[src/inc/emeter_pkg.sv]
package emeter_pkg;
    // Register byte offsets on the APB side.
    localparam logic [7:0] CTRL_OFS   = 8'h00;
    localparam logic [7:0] STATUS_OFS = 8'h04;
    localparam logic [7:0] PCOUNT_OFS = 8'h08;
    localparam logic [7:0] POWER_OFS  = 8'h0c;
    localparam logic [31:0] CTRL_RESET = 32'h0000_0001;
    localparam int CTRL_PULSE_EN_BIT = 0;

    // Current gain as a left shift: x1, x2, x8, x16.
    localparam logic [2:0] GAIN_SH_1  = 3'h0;
    localparam logic [2:0] GAIN_SH_2  = 3'h1;
    localparam logic [2:0] GAIN_SH_8  = 3'h3;
    localparam logic [2:0] GAIN_SH_16 = 3'h4;

    // Filter shifts; the power filter puts its corner near 8.9 Hz at the sample rate.
    localparam int HPF_SHIFT = 10;
    localparam int LPF_SHIFT = 9;
    localparam int AVG_SHIFT = 12;

    // Fault thresholds: 12.5 % is one eighth, 114 % is 57/50.
    localparam int FAULT_DIV_SHIFT = 3;
    localparam logic [7:0] SWAP_NUM = 8'h39;
    localparam logic [7:0] SWAP_DEN = 8'h32;
    localparam logic [15:0] LIGHT_LOAD_LEVEL = 16'h00a4;

    // Times and their cycle counts at the bus clock.
    localparam int CLK_HZ           = 40_000_000;
    localparam int FAULT_DELAY_MS   = 1000;
    localparam int SWAP_DELAY_MS    = 1200;
    localparam int SUPPLY_FILTER_US = 100;
    localparam int F_PULSE_MS       = 100;
    localparam int CF_PULSE_US      = 2;
    localparam int FAULT_DELAY_CYC  = CLK_HZ / 1000 * FAULT_DELAY_MS;
    localparam int SWAP_DELAY_CYC   = CLK_HZ / 1000 * SWAP_DELAY_MS;
    localparam int SUPPLY_FILT_CYC  = CLK_HZ / 1_000_000 * SUPPLY_FILTER_US;
    localparam int F_PULSE_CYC      = CLK_HZ / 1000 * F_PULSE_MS;
    localparam int CF_PULSE_CYC     = CLK_HZ / 1_000_000 * CF_PULSE_US;

    // Energy thresholds; the calibration threshold divides the low-rate one by 2**7 = 128.
    localparam int ACC_W = 48;
    localparam logic [47:0] F_THRESH_BASE = 48'h4000_0000_0000;
    localparam int CF_RATIO_SHIFT = 7;
endpackage

[src/inc/fault_if.sv]
`timescale 1ns/1ps
`default_nettype none
interface fault_if;
    logic        sample_valid;
    logic [15:0] phase_mag;
    logic [15:0] neutral_mag;
    logic        fault;
    logic        use_neutral;
    modport source (output sample_valid, output phase_mag, output neutral_mag,
                    input fault, input use_neutral);
    modport detector (input sample_valid, input phase_mag, input neutral_mag,
                      output fault, output use_neutral);
endinterface
`default_nettype wire

[src/verilog/supply_monitor.sv]
`timescale 1ns/1ps
`default_nettype none
module supply_monitor (
    input  wire logic pclk,
    input  wire logic presetn,
    input  wire logic rail_above_high,
    input  wire logic rail_above_low,
    output logic      supply_ok
);
    logic [15:0] filt_q;
    logic        change;

    // Leave reset above the upper level, re-enter only below the lower one.
    always_comb change = supply_ok ? !rail_above_low : rail_above_high;

    // A change must persist for the whole filter window; noise restarts it.
    always_ff @(posedge pclk or negedge presetn) begin
        if (!presetn) begin
            filt_q    <= 16'h0000;
            supply_ok <= 1'b0;
        end else if (!change) begin
            filt_q <= 16'h0000;
        end else if (filt_q == 16'(emeter_pkg::SUPPLY_FILT_CYC - 1)) begin
            filt_q    <= 16'h0000;
            supply_ok <= !supply_ok;
        end else begin
            filt_q <= filt_q + 16'h0001;
        end
    end
endmodule
`default_nettype wire

[src/verilog/fault_detector.sv]
`timescale 1ns/1ps
`default_nettype none
module fault_detector #(
    parameter int FAULT_DELAY = emeter_pkg::FAULT_DELAY_CYC,
    parameter int SWAP_DELAY  = emeter_pkg::SWAP_DELAY_CYC
) (
    input wire logic pclk,
    input wire logic presetn,
    input wire logic run,
    fault_if.detector fi
);
    localparam int AW = 16 + emeter_pkg::AVG_SHIFT;
    logic [AW-1:0] pavg_q, navg_q;
    logic [15:0]   pa, na, act, inact, diff;
    logic          light, differ, swap_want;
    logic [31:0]   fcnt_q, scnt_q;

    // Rectified averages of both inputs, so mains ripple does not trip logic.
    always_ff @(posedge pclk or negedge presetn) begin
        if (!presetn) begin
            pavg_q <= '0;
            navg_q <= '0;
        end else if (!run) begin
            pavg_q <= '0;
            navg_q <= '0;
        end else if (fi.sample_valid) begin
            // The step is signed so the average can fall as well as rise.
            pavg_q <= pavg_q + AW'(($signed({1'b0, fi.phase_mag, 12'h000})
                                    - $signed({1'b0, pavg_q})) >>> emeter_pkg::AVG_SHIFT);
            navg_q <= navg_q + AW'(($signed({1'b0, fi.neutral_mag, 12'h000})
                                    - $signed({1'b0, navg_q})) >>> emeter_pkg::AVG_SHIFT);
        end
    end

    // Fault and swap thresholds measured relative to the billed input; the light-load level is absolute.
    always_comb begin
        pa        = pavg_q[AW-1 -: 16];
        na        = navg_q[AW-1 -: 16];
        act       = fi.use_neutral ? na : pa;
        inact     = fi.use_neutral ? pa : na;
        diff      = (act > inact) ? act - inact : inact - act;
        light     = (pa < emeter_pkg::LIGHT_LOAD_LEVEL) && (na < emeter_pkg::LIGHT_LOAD_LEVEL);
        differ    = !light && (diff > (act >> emeter_pkg::FAULT_DIV_SHIFT));
        swap_want = !light && (24'(inact) * 24'(emeter_pkg::SWAP_DEN)
                               > 24'(act) * 24'(emeter_pkg::SWAP_NUM));
    end

    // Fault needs a sustained difference but drops at once when it vanishes.
    always_ff @(posedge pclk or negedge presetn) begin
        if (!presetn) begin
            fcnt_q   <= 32'h0;
            fi.fault <= 1'b0;
        end else if (!run || !differ) begin
            fcnt_q   <= 32'h0;
            fi.fault <= 1'b0;
        end else if (fcnt_q == 32'(FAULT_DELAY - 1)) begin
            fi.fault <= 1'b1;
        end else begin
            fcnt_q <= fcnt_q + 32'h1;
        end
    end

    // Swap to the larger input after a sustained 114 % excess, either way.
    always_ff @(posedge pclk or negedge presetn) begin
        if (!presetn) begin
            scnt_q         <= 32'h0;
            fi.use_neutral <= 1'b0;
        end else if (!run) begin
            scnt_q         <= 32'h0;
            fi.use_neutral <= 1'b0;
        end else if (!swap_want || !differ) begin
            scnt_q <= 32'h0;
        end else if (scnt_q == 32'(SWAP_DELAY - 1)) begin
            scnt_q         <= 32'h0;
            fi.use_neutral <= !fi.use_neutral;
        end else begin
            scnt_q <= scnt_q + 32'h1;
        end
    end
endmodule
`default_nettype wire

[src/verilog/energy_meter_fault_select.sv]
`timescale 1ns/1ps
`default_nettype none
module energy_meter_fault_select #(
    parameter int FAULT_DELAY = emeter_pkg::FAULT_DELAY_CYC,
    parameter int SWAP_DELAY  = emeter_pkg::SWAP_DELAY_CYC,
    parameter int F_PULSE     = emeter_pkg::F_PULSE_CYC
) (
    input  wire logic        pclk,
    input  wire logic        presetn,
    input  wire logic        psel,
    input  wire logic        penable,
    input  wire logic        pwrite,
    input  wire logic [7:0]  paddr,
    input  wire logic [31:0] pwdata,
    output logic [31:0]      prdata,
    output logic             pready,
    output logic             pslverr,
    input  wire logic        adc_sample_valid,
    input  wire logic [15:0] phase_current_input,
    input  wire logic [15:0] neutral_current_input,
    input  wire logic [15:0] voltage_positive_input,
    input  wire logic        gain_select_lsb,
    input  wire logic        gain_select_msb,
    input  wire logic        highpass_enable_pin,
    input  wire logic        rate_select_lsb,
    input  wire logic        rate_select_msb,
    input  wire logic        analog_supply_rail_above_high,
    input  wire logic        analog_supply_rail_above_low,
    output logic             fault_output,
    output logic             active_input_neutral,
    output logic             energy_pulse_out_a,
    output logic             energy_pulse_out_b,
    output logic             calibration_pulse_output
);
    localparam int GW = 20;
    localparam int PW = 36;
    localparam int DW = GW + emeter_pkg::HPF_SHIFT;
    localparam int LW = PW + emeter_pkg::LPF_SHIFT;
    localparam int AW = emeter_pkg::ACC_W;

    fault_if fi ();

    logic                 run;
    logic [31:0]          ctrl_q;
    logic [31:0]          pcount_q;
    logic                 pulse_en;
    logic                 hp_en;
    logic [1:0]           gsel, rsel;
    logic signed [GW-1:0] i_gain, i_hp, i_use;
    logic signed [DW-1:0] dc_q;
    logic signed [15:0]   v_q, v_dly_q, v_use;
    logic signed [PW-1:0] prod_q;
    logic signed [LW-1:0] lpf_q;
    logic signed [PW-1:0] power;
    logic signed [AW-1:0] facc_q, cfacc_q, fthr, cfthr;
    logic                 f_hit, cf_hit;
    logic [3:0]           f_pend_q, cf_pend_q;
    logic [31:0]          f_tmr_q;
    logic [15:0]          cf_tmr_q;
    logic                 f_side_q;
    logic                 f_start, cf_start;
    logic                 setup, wr_acc;

    // Map the two gain pins onto a left shift.
    function automatic logic [2:0] gain_shift(input logic [1:0] sel);
        case (sel)
            2'h0:    gain_shift = emeter_pkg::GAIN_SH_1;
            2'h1:    gain_shift = emeter_pkg::GAIN_SH_2;
            2'h2:    gain_shift = emeter_pkg::GAIN_SH_8;
            2'h3:    gain_shift = emeter_pkg::GAIN_SH_16;
            default: gain_shift = emeter_pkg::GAIN_SH_1;
        endcase
    endfunction

    // Magnitude of a sample, saturating the most negative code.
    function automatic logic [15:0] mag(input logic [15:0] x);
        if (x == 16'h8000) begin
            mag = 16'h7fff;
        end else begin
            mag = x[15] ? 16'(-x) : x;
        end
    endfunction

    supply_monitor u_supply (
        .pclk            (pclk),
        .presetn         (presetn),
        .rail_above_high (analog_supply_rail_above_high),
        .rail_above_low  (analog_supply_rail_above_low),
        .supply_ok       (run)
    );

    fault_detector #(
        .FAULT_DELAY (FAULT_DELAY),
        .SWAP_DELAY  (SWAP_DELAY)
    ) u_fault (
        .pclk    (pclk),
        .presetn (presetn),
        .run     (run),
        .fi      (fi.detector)
    );

    // The detector sees both raw currents, independent of the billing choice.
    assign fi.sample_valid = adc_sample_valid & run;
    assign fi.phase_mag    = mag(phase_current_input);
    assign fi.neutral_mag  = mag(neutral_current_input);

    // Static configuration pins and the bus enable.
    always_comb begin
        gsel     = {gain_select_msb, gain_select_lsb};
        rsel     = {rate_select_msb, rate_select_lsb};
        hp_en    = highpass_enable_pin;
        pulse_en = ctrl_q[emeter_pkg::CTRL_PULSE_EN_BIT];
    end

    // Billed current with gain applied, then optional dc removal.
    always_comb begin
        i_gain = GW'(signed'(fi.use_neutral ? neutral_current_input
                                            : phase_current_input)) <<< gain_shift(gsel);
        i_hp   = i_gain - dc_q[DW-1 -: GW];
        i_use  = hp_en ? i_hp : i_gain;
        v_use  = hp_en ? v_dly_q : v_q;
    end

    // The dc tracker follows slowly; its lag is why the voltage path is
    // delayed to match while the filter is in use.
    always_ff @(posedge pclk or negedge presetn) begin
        if (!presetn) begin
            dc_q    <= '0;
            v_q     <= '0;
            v_dly_q <= '0;
        end else if (!run) begin
            dc_q    <= '0;
            v_q     <= '0;
            v_dly_q <= '0;
        end else if (adc_sample_valid) begin
            dc_q    <= dc_q + ((DW'(i_gain) <<< emeter_pkg::HPF_SHIFT) - dc_q
                               >>> emeter_pkg::HPF_SHIFT);
            v_q     <= signed'(voltage_positive_input);
            v_dly_q <= v_q;
        end
    end

    // Instantaneous power and its first-order smoothing.
    always_ff @(posedge pclk or negedge presetn) begin
        if (!presetn) begin
            prod_q <= '0;
            lpf_q  <= '0;
        end else if (!run) begin
            prod_q <= '0;
            lpf_q  <= '0;
        end else if (adc_sample_valid) begin
            prod_q <= PW'(i_use * v_use);
            lpf_q  <= lpf_q + ((LW'(prod_q) <<< emeter_pkg::LPF_SHIFT) - lpf_q
                               >>> emeter_pkg::LPF_SHIFT);
        end
    end

    assign power = lpf_q[LW-1 -: PW];

    // Base rates are binary fractions: each rate step halves the threshold.
    always_comb begin
        fthr   = signed'(emeter_pkg::F_THRESH_BASE >> rsel);
        cfthr  = fthr >>> emeter_pkg::CF_RATIO_SHIFT;
        f_hit  = adc_sample_valid && (facc_q >= fthr);
        cf_hit = adc_sample_valid && (cfacc_q >= cfthr);
    end

    // Long accumulation for the low-rate outputs; ripple averages out here.
    always_ff @(posedge pclk or negedge presetn) begin
        if (!presetn) begin
            facc_q <= '0;
        end else if (!run) begin
            facc_q <= '0;
        end else if (adc_sample_valid) begin
            facc_q <= facc_q + AW'(power) - (f_hit ? fthr : '0);
        end
    end

    // Short accumulation for calibration; ripple is left for the counter to average.
    always_ff @(posedge pclk or negedge presetn) begin
        if (!presetn) begin
            cfacc_q <= '0;
        end else if (!run) begin
            cfacc_q <= '0;
        end else if (adc_sample_valid) begin
            cfacc_q <= cfacc_q + AW'(power) - (cf_hit ? cfthr : '0);
        end
    end

    assign f_start  = (f_pend_q != 4'h0) && (f_tmr_q == 32'h0) && pulse_en;
    assign cf_start = (cf_pend_q != 4'h0) && (cf_tmr_q == 16'h0) && pulse_en;

    // Pending counts keep crossings that arrive while a pulse is in flight.
    always_ff @(posedge pclk or negedge presetn) begin
        if (!presetn) begin
            f_pend_q  <= 4'h0;
            cf_pend_q <= 4'h0;
        end else if (!run) begin
            f_pend_q  <= 4'h0;
            cf_pend_q <= 4'h0;
        end else begin
            if (f_hit && !f_start && f_pend_q != 4'hf) begin
                f_pend_q <= f_pend_q + 4'h1;
            end else if (!f_hit && f_start) begin
                f_pend_q <= f_pend_q - 4'h1;
            end
            if (cf_hit && !cf_start && cf_pend_q != 4'hf) begin
                cf_pend_q <= cf_pend_q + 4'h1;
            end else if (!cf_hit && cf_start) begin
                cf_pend_q <= cf_pend_q - 4'h1;
            end
        end
    end

    // Low-rate pulse: low for one width, then high for one width before the next.
    // Pulses alternate between the two outputs, suiting a two-phase stepper.
    always_ff @(posedge pclk or negedge presetn) begin
        if (!presetn) begin
            f_tmr_q            <= 32'h0;
            f_side_q           <= 1'b0;
            energy_pulse_out_a <= 1'b1;
            energy_pulse_out_b <= 1'b1;
        end else if (!run) begin
            f_tmr_q            <= 32'h0;
            f_side_q           <= 1'b0;
            energy_pulse_out_a <= 1'b1;
            energy_pulse_out_b <= 1'b1;
        end else if (f_start) begin
            f_tmr_q            <= 32'(2 * F_PULSE - 1);
            f_side_q           <= !f_side_q;
            energy_pulse_out_a <= f_side_q;
            energy_pulse_out_b <= !f_side_q;
        end else if (f_tmr_q != 32'h0) begin
            f_tmr_q <= f_tmr_q - 32'h1;
            if (f_tmr_q == 32'(F_PULSE)) begin
                energy_pulse_out_a <= 1'b1;
                energy_pulse_out_b <= 1'b1;
            end
        end
    end

    // Calibration pulse uses the same shape with a short width.
    always_ff @(posedge pclk or negedge presetn) begin
        if (!presetn) begin
            cf_tmr_q                 <= 16'h0;
            calibration_pulse_output <= 1'b1;
        end else if (!run) begin
            cf_tmr_q                 <= 16'h0;
            calibration_pulse_output <= 1'b1;
        end else if (cf_start) begin
            cf_tmr_q                 <= 16'(2 * emeter_pkg::CF_PULSE_CYC - 1);
            calibration_pulse_output <= 1'b0;
        end else if (cf_tmr_q != 16'h0) begin
            cf_tmr_q <= cf_tmr_q - 16'h1;
            if (cf_tmr_q == 16'(emeter_pkg::CF_PULSE_CYC)) begin
                calibration_pulse_output <= 1'b1;
            end
        end
    end

    // Fault and billing choice are registered again for clean pin timing.
    always_ff @(posedge pclk or negedge presetn) begin
        if (!presetn) begin
            fault_output         <= 1'b0;
            active_input_neutral <= 1'b0;
        end else begin
            fault_output         <= fi.fault;
            active_input_neutral <= fi.use_neutral;
        end
    end

    assign setup  = psel && !penable;
    assign wr_acc = psel && penable && pwrite;

    // Control register; only the pulse enable bit is implemented.
    always_ff @(posedge pclk or negedge presetn) begin
        if (!presetn) begin
            ctrl_q <= emeter_pkg::CTRL_RESET;
        end else if (wr_acc && paddr == emeter_pkg::CTRL_OFS) begin
            ctrl_q <= pwdata & emeter_pkg::CTRL_RESET;
        end
    end

    // Low-rate pulse counter; a write clears it, but a pulse in the same cycle is still counted, leaving 1.
    always_ff @(posedge pclk or negedge presetn) begin
        if (!presetn) begin
            pcount_q <= 32'h0;
        end else if (wr_acc && paddr == emeter_pkg::PCOUNT_OFS) begin
            pcount_q <= f_start ? 32'h1 : 32'h0;
        end else if (f_start) begin
            pcount_q <= pcount_q + 32'h1;
        end
    end

    // Read data is captured in the setup phase so it is stable in the access phase.
    // Zero wait states: pready stays high once out of reset.
    always_ff @(posedge pclk or negedge presetn) begin
        if (!presetn) begin
            prdata  <= 32'h0;
            pready  <= 1'b0;
            pslverr <= 1'b0;
        end else begin
            pready <= 1'b1;
            if (setup) begin
                pslverr <= 1'b0;
                case (paddr)
                    emeter_pkg::CTRL_OFS:   prdata <= ctrl_q;
                    emeter_pkg::STATUS_OFS: prdata <= {24'h0, rsel, gsel, hp_en, run,
                                                       fi.use_neutral, fi.fault};
                    emeter_pkg::PCOUNT_OFS: prdata <= pcount_q;
                    emeter_pkg::POWER_OFS:  prdata <= power[PW-1 -: 32];
                    default: begin
                        prdata  <= 32'h0;
                        pslverr <= 1'b1;
                    end
                endcase
            end
        end
    end
endmodule
`default_nettype wire

[config.mk]
export PLATFORM = sky130hd
export DESIGN_NAME = energy_meter_fault_select
export DESIGN_NICKNAME = d
export VERILOG_FILES = /design/src/inc/emeter_pkg.sv /design/src/inc/fault_if.sv /design/src/verilog/supply_monitor.sv /design/src/verilog/fault_detector.sv /design/src/verilog/energy_meter_fault_select.sv
export SDC_FILE = /design/constraint.sdc
export NUM_CORES = 2
export LEC_CHECK = 0
export BUFFER_PORTS_ARGS = -buffer_cell sky130_fd_sc_hd__buf_2
export CORE_ASPECT_RATIO = 0.9
export CORE_MARGIN = 4
export CORE_UTILIZATION = 40
export CTS_CLUSTER_SIZE = 8
export DETAILED_ROUTE_END_ITERATION = 7
export GPL_ROUTABILITY_DRIVEN = 0
export HOLD_SLACK_MARGIN = 0.1
export MAX_ROUTING_LAYER = met4
export PLACE_DENSITY = 0.52
export SYNTH_ARGS = -nofsm -noshare
export SYNTH_HDL_FRONTEND = slang
export SYNTH_SLANG_ARGS = --single-unit
[constraint.sdc]
create_clock -name pclk -period 16.5 [get_ports pclk]
set_clock_uncertainty 0.15 [all_clocks]
set_input_delay 3.3 -clock pclk [delete_from_list [all_inputs] [get_ports pclk]]
set_output_delay 3.3 -clock pclk [all_outputs]
set_load 0.1 [all_outputs]
== Word level (Yosys, flattened, before mapping) ==
Index checks and enable logic that the tools add are counted.

* $add $sub $neg: 27
* Multiply operators: 3
* Magnitude comparators: 7
* Eq/ne operators: 27
* Shift operators: 2
* Muxes and demuxes: 73
* Bitwise operators: 1
* Reduce and logical (&&, ||, !) cells: 49

{| class="wikitable"
|+ Operators by type and width
! kind !! count
|-
| $mux 32 || 10
|-
| $mux 16 || 18
|-
| $mux 48 || 6
|-
| $pmux 32 s4 || 1
|-
| $mux 28 || 4
|-
| $add 32x1->32 const B || 3
|-
| $add 48x48->48 || 2
|-
| $sub 48x48->48 || 2
|-
| $mux 45 || 2
|-
| $mux 36 || 2
|-
| $eq 32x26->1 const B || 2
|-
| $mux 30 || 2
|-
| $sub 28x28->29 || 2
|-
| $add 28x28->28 || 2
|-
| $ge 48x41->1 || 1
|-
| $ge 48x48->1 || 1
|-
| $shr 47x2->48 const A || 1
|-
| $add 45x36->45 || 1
|-
| $sub 45x45->45 || 1
|-
| $mul 20x16->36 || 1
|-
| $eq 16x16->1 const B || 2
|-
| $eq 32x22->1 const B || 1
|-
| $logic_not 32->1 || 1
|-
| $lt 16x8->1 const B || 2
|-
| other kinds (43) || 119
|}

* Register bits: 507
* Output and inout port bits: 39
* Word-level logic and storage cells: 219

== Depth between registers and ports, before layout ==
* Depth after elaboration: 9
* Depth in mapped cells: 49
* Mapped depth without buffers: 43

== Modules after synthesis ==
From an unflattened synthesis, not the netlist that was laid out.

* Cells, all modules: 7180
* Area total of the unflattened synthesis: 59957.5 sq um

{| class="wikitable"
|+ By module, submodules not included
! module !! times used !! cells each !! area an instance (sq um)
|-
| energy_meter_fault_select || 1 || 5129 || 43016.3
|-
| fault_detector || 1 || 1962 || 16085.4
|-
| supply_monitor || 1 || 89 || 855.8
|}

== Worst setup path before layout ==
No wires, ideal clock.

* Path type: input to register
* Start point: in gain_select_lsb
* End point: reg prod_q[35]
* Arrival: 13220 ps
* Path slack: 3009 ps
* Stages on the path: 44
* Path buffers: 3
* Cells stage by stage: inv_1 ha_1 clkbuf_1 buf_1 mux4_2 mux2i_1 mux2_2 inv_1 ha_1 clkbuf_1 a21o_1 a21o_1 a21oi_1 nor2b_1 o21a_1 o21ai_0 nand2b_1 a221oi_1 [... 8 more ...] inv_1 fa_1 fa_1 inv_1 fa_1 inv_1 ha_1 a21oi_1 nor2b_1 o41ai_1 a21oi_1 a41oi_1 nand2_1 a311o_1 a21o_1 a21oi_1 a211oi_1 a22o_1

* Cells in the longest elaborated chain, start to end: 8
* Elaborated cells on any way between the ends: 11

{| class="wikitable"
|+ RTL lines
! element !! line !! text
|-
| from (decl) || energy_meter_fault_select.sv:22 || <nowiki>input wire logic gain_select_lsb,</nowiki>
|-
| $eq 2x2->1, or another cell as far along || energy_meter_fault_select.sv:66 || <nowiki>case (sel)</nowiki>
|-
| $pmux 3 s4 (*) || energy_meter_fault_select.sv:66 ||
|-
| $sshl 16x3->20 (*) || energy_meter_fault_select.sv:117 || <nowiki>i_gain = GW'(signed'(fi.use_neutral ? neutral_current_input</nowiki>
|-
| $sub 20x20->20 || energy_meter_fault_select.sv:119 || <nowiki>i_hp = i_gain - dc_q[DW-1 -: GW];</nowiki>
|-
| $mux 20 (*) || energy_meter_fault_select.sv:120 || <nowiki>i_use = hp_en ? i_hp : i_gain;</nowiki>
|-
| $mul 20x16->36 (*) || energy_meter_fault_select.sv:152 || <nowiki>prod_q <= PW'(i_use * v_use);</nowiki>
|-
| $mux 36 (*) || energy_meter_fault_select.sv:151 || <nowiki>end else if (adc_sample_valid) begin</nowiki>
|-
| $mux 36 (*) || energy_meter_fault_select.sv:148 || <nowiki>end else if (!run) begin</nowiki>
|-
| to (signal assigned) || energy_meter_fault_select.sv:152 ||
|-
| to (decl) || energy_meter_fault_select.sv:52 || <nowiki>logic signed [PW-1:0] prod_q;</nowiki>
|}

Every way passes the cells marked *; elsewhere a longest branch is shown, timed or not. The select of a mux whose other input is x is not followed.
A chain may end at the register's enable or synchronous reset.

== Worst setup path in the final report ==
Ends and elaborated chain as after synthesis.

==> metrics.yaml <==
synth_simple_gate_area_share_pct: 16.8
synth_edf_count: 0
clkSlewWorstSetupHoldPaths_ns: 0.05
drt_first_pass_iters: 6
synth_compound_area_share_pct: 14.4
synth_area_leaders: "dfrtp_1, ha_1, fa_1"
cts.sinks: 507
ios: 140
power.leakage_nw: 31.1
cellPowerDensity_nw_per_um2: 52.5
wl_met3_um: 6480
setup_ws_ns: 2.03
synth_top_family_by_area: "adder cells"
r2r_setup_slack_ns: 5.14
num_rows: 133
synthAdderAreaFrac_pct: 26.3
postCtsSetupBuffers: 0
cp_common_cell: "fa_1"
start_kind: "input port"
die_y_um: 372
period_needed_ns: 14.47
synthToLayoutAreaGrowth_pct: 8.17
hold_viol: 0
antenna_found_initial: 3
dp_hpwl_um: 125000
fmax_mhz: 69.1
dr_wl_met2_um: 74300
synth.mux.area_fraction_pct: 5.19
syn_area_um2: 58800
cts_buffers: 76
yosysTopAreaCell: "dfrtp_1"
crit_arrival_ns: 14.84
dp_slack_ns: 1.47
fillers: 14700
viasPerCell: 5.29
synth_fp_nets: 8095
layout-drive-gt1-share_pct: 5.94
cts_hold_buf: 0
final_cell_area_um2: 63600
ant_nets: 0
status: "finished, final reports clean"
cts-root-buf: "clkbuf_16"
synthCells: 6989
vdd_drop_max_uv: 65.3
drt-met1-wl_um: 77400
hold_class: "flip-flop to flip-flop"
ctsResizeCount: 0
grt_pass1_vias: 46300
drv_cap: 0
drt-wirelength-per-cell_um: 17.9
fin_tns_setup_ns: 0
vias: 47600
final_nets: 8115
cts_buffer_depth: 3
max_stage_delay_ns: 0.83
path_class: "input port to flip-flop"
worstSetupEndpointType: "flip-flop"
cp_slowest_cell: "ha_1"
yosysUniqueCellTypes: 108
initial_core_util_pct: 40.2
async_flop_share_pct: 100
worstPathRequired_ns: 16.87
synth.avg_cell_area_um2: 8.41
final_common_cell: "inv_1"
die_w_um: 412
track_usage_pct: 21.7
worst_pin_slew_ns: 1.21
numPortBuffers: 108
routed_wl_um: 161000
grt_pass1_wl_um: 259000
synth_seq_area_share_pct: 21.6
dieArea_um2: 153000
drc: 0
postPlaceCellArea_um2: 61400
fin_util_pct: 43.5
drv_slew: 0
cts_tree: "built"
synth-seq-cells: 507
final_cell_mix: "inv_1, nor2_1, ha_1"
synth_top_area_share_pct: 21.4
fin_crit_sh_pct: 87.7
htree_levels: 3
rsz0062_at_grt: "no"
core_area_um2: 146000
synth_flop_cell: "dfrtp_1"
synth_warnings: 0
synth_xor_area_share_pct: 7.93
setup_viol: 0
insertion_delay_ns: 0.68
relSlewSlack_pct: 17.3
cp_max_fo: 18
grt_max_degree: 184
highest_layer: "met4"
drtIter0Drc: 2838
gr-total-overflow: 0
==> synth_stat cells (15+ instances only) <==
cell and n:
nor3_1 106, ha_1 639, or2_2 23, a31oi_1 42, and4_1 21, o21a_1 58, o31ai_1 35, buf_1 33
a21oi_1 369, o21bai_1 42, a21boi_0 19, nand3_1 122, o21ai_0 308, nor4_1 44, nor2_1 835, nor2_4 27
inv_1 964, nand4_1 55, xor2_1 214, dfrtp_1 503, o21ai_1 16, mux2_2 41, a21o_1 158, nand2_1 568
nor2b_1 80, fa_1 366, mux2i_1 226, clkbuf_1 177, and2_1 25, a211oi_1 58, xnor2_1 316, or3_1 41
and3_1 52, a41oi_1 15, nand2b_1 76
==> worst max-delay path, delay by kind of cell <==
kind / cells / cell delay (ns)
mux: 2 / 0.91
xor+xnor: 1 / 0.22
simple gates: 5 / 0.75
buf+inv: 6 / 0.60
compound gates: 16 / 4.27
fa+ha+maj: 9 / 4.78
==> layer usage <==
layer / up-vias / global-route usage [%]
met5: - / -
met4: 0 / 3.93
met3: 151 / 2.31
met2: 821 / 34.3
met1: 23200 / 30.3
li1: 23500 / -
==> cells by family after synthesis <==
group,Yosys count
xor gates and xnor gates,531
adders and majority gates,1017
other,1
and+or+nand+nor,2137
DFF,507
AOI/OAI and AO/OA,1318
buffers and inverters,1196
muxes,282
==> per-stage QoR <==
step / power, W / std cells / hold WS (ns)
6_report: 0.00334 / 9001 / 0.324
5_1_grt: 0.00350 / 9000 / 0.352
4_1_cts: 0.00340 / 8998 / 0.331
3_5_place_dp: 0.00185 / 8888 / 0.320
3_3_place_gp: 0.00185 / 8888 / 0.313
2_1_floorplan: 0.00166 / 6989 / 0.220
==> where the power goes <==
part / internal (W) / switching [W] / total, W
sequential: 0.00125 / 0.00000331 / 0.00125
clock: 0.000874 / 0.000630 / 0.00150
combinational: 0.000202 / 0.000383 / 0.000585
total: 0.00232 / 0.00102 / 0.00334
==> sequential cells by signal, indices dropped and copies added (netlist names), 16 cells and up <==
| name | cells |
|---|---|
| prod_q | 36 |
| u_fault.fcnt_q | 32 |
| u_fault.pavg_q | 28 |
| v_dly_q | 16 |
| u_fault.navg_q | 28 |
| prdata | 32 |
| facc_q | 48 |
| cfacc_q | 48 |
| lpf_q | 45 |
| u_supply.filt_q | 16 |
| cf_tmr_q | 16 |
| v_q | 16 |
| f_tmr_q | 32 |
| pcount_q | 32 |
| dc_q | 30 |
| u_fault.scnt_q | 32 |
==> layout make-up <==
type                    count  area (µm²)  area share (%)
repair buffers            168        1040            1.63
clock inverters            10         146           0.230
multi-input cells        5286       41600            65.4
well taps                1957        2450            3.85
diodes                      3        7.51          0.0118
inverters                 970        3650            5.74
clock buffers             100        2030            3.20
flip-flops and latches    507       12700            20.0
==> worst paths after layout <==
| check | endpoint | depth (start not counted) | startpoint |
|---|---|---|---|
| min in group asynchronous | cf_tmr_q[12] | 1 | presetn |
| hold / removal | facc_q[36] | 2 | facc_q[36] |
| hold reg to reg | facc_q[36] | 2 | facc_q[36] |
| max in group asynchronous | lpf_q[43] | 4 | presetn |
| setup / recovery | prod_q[35] | 39 | gain_select_lsb |
| setup reg to reg | prod_q[35] | 36 | u_fault.fi.use_neutral |
(Power assumes the default switching activity.)
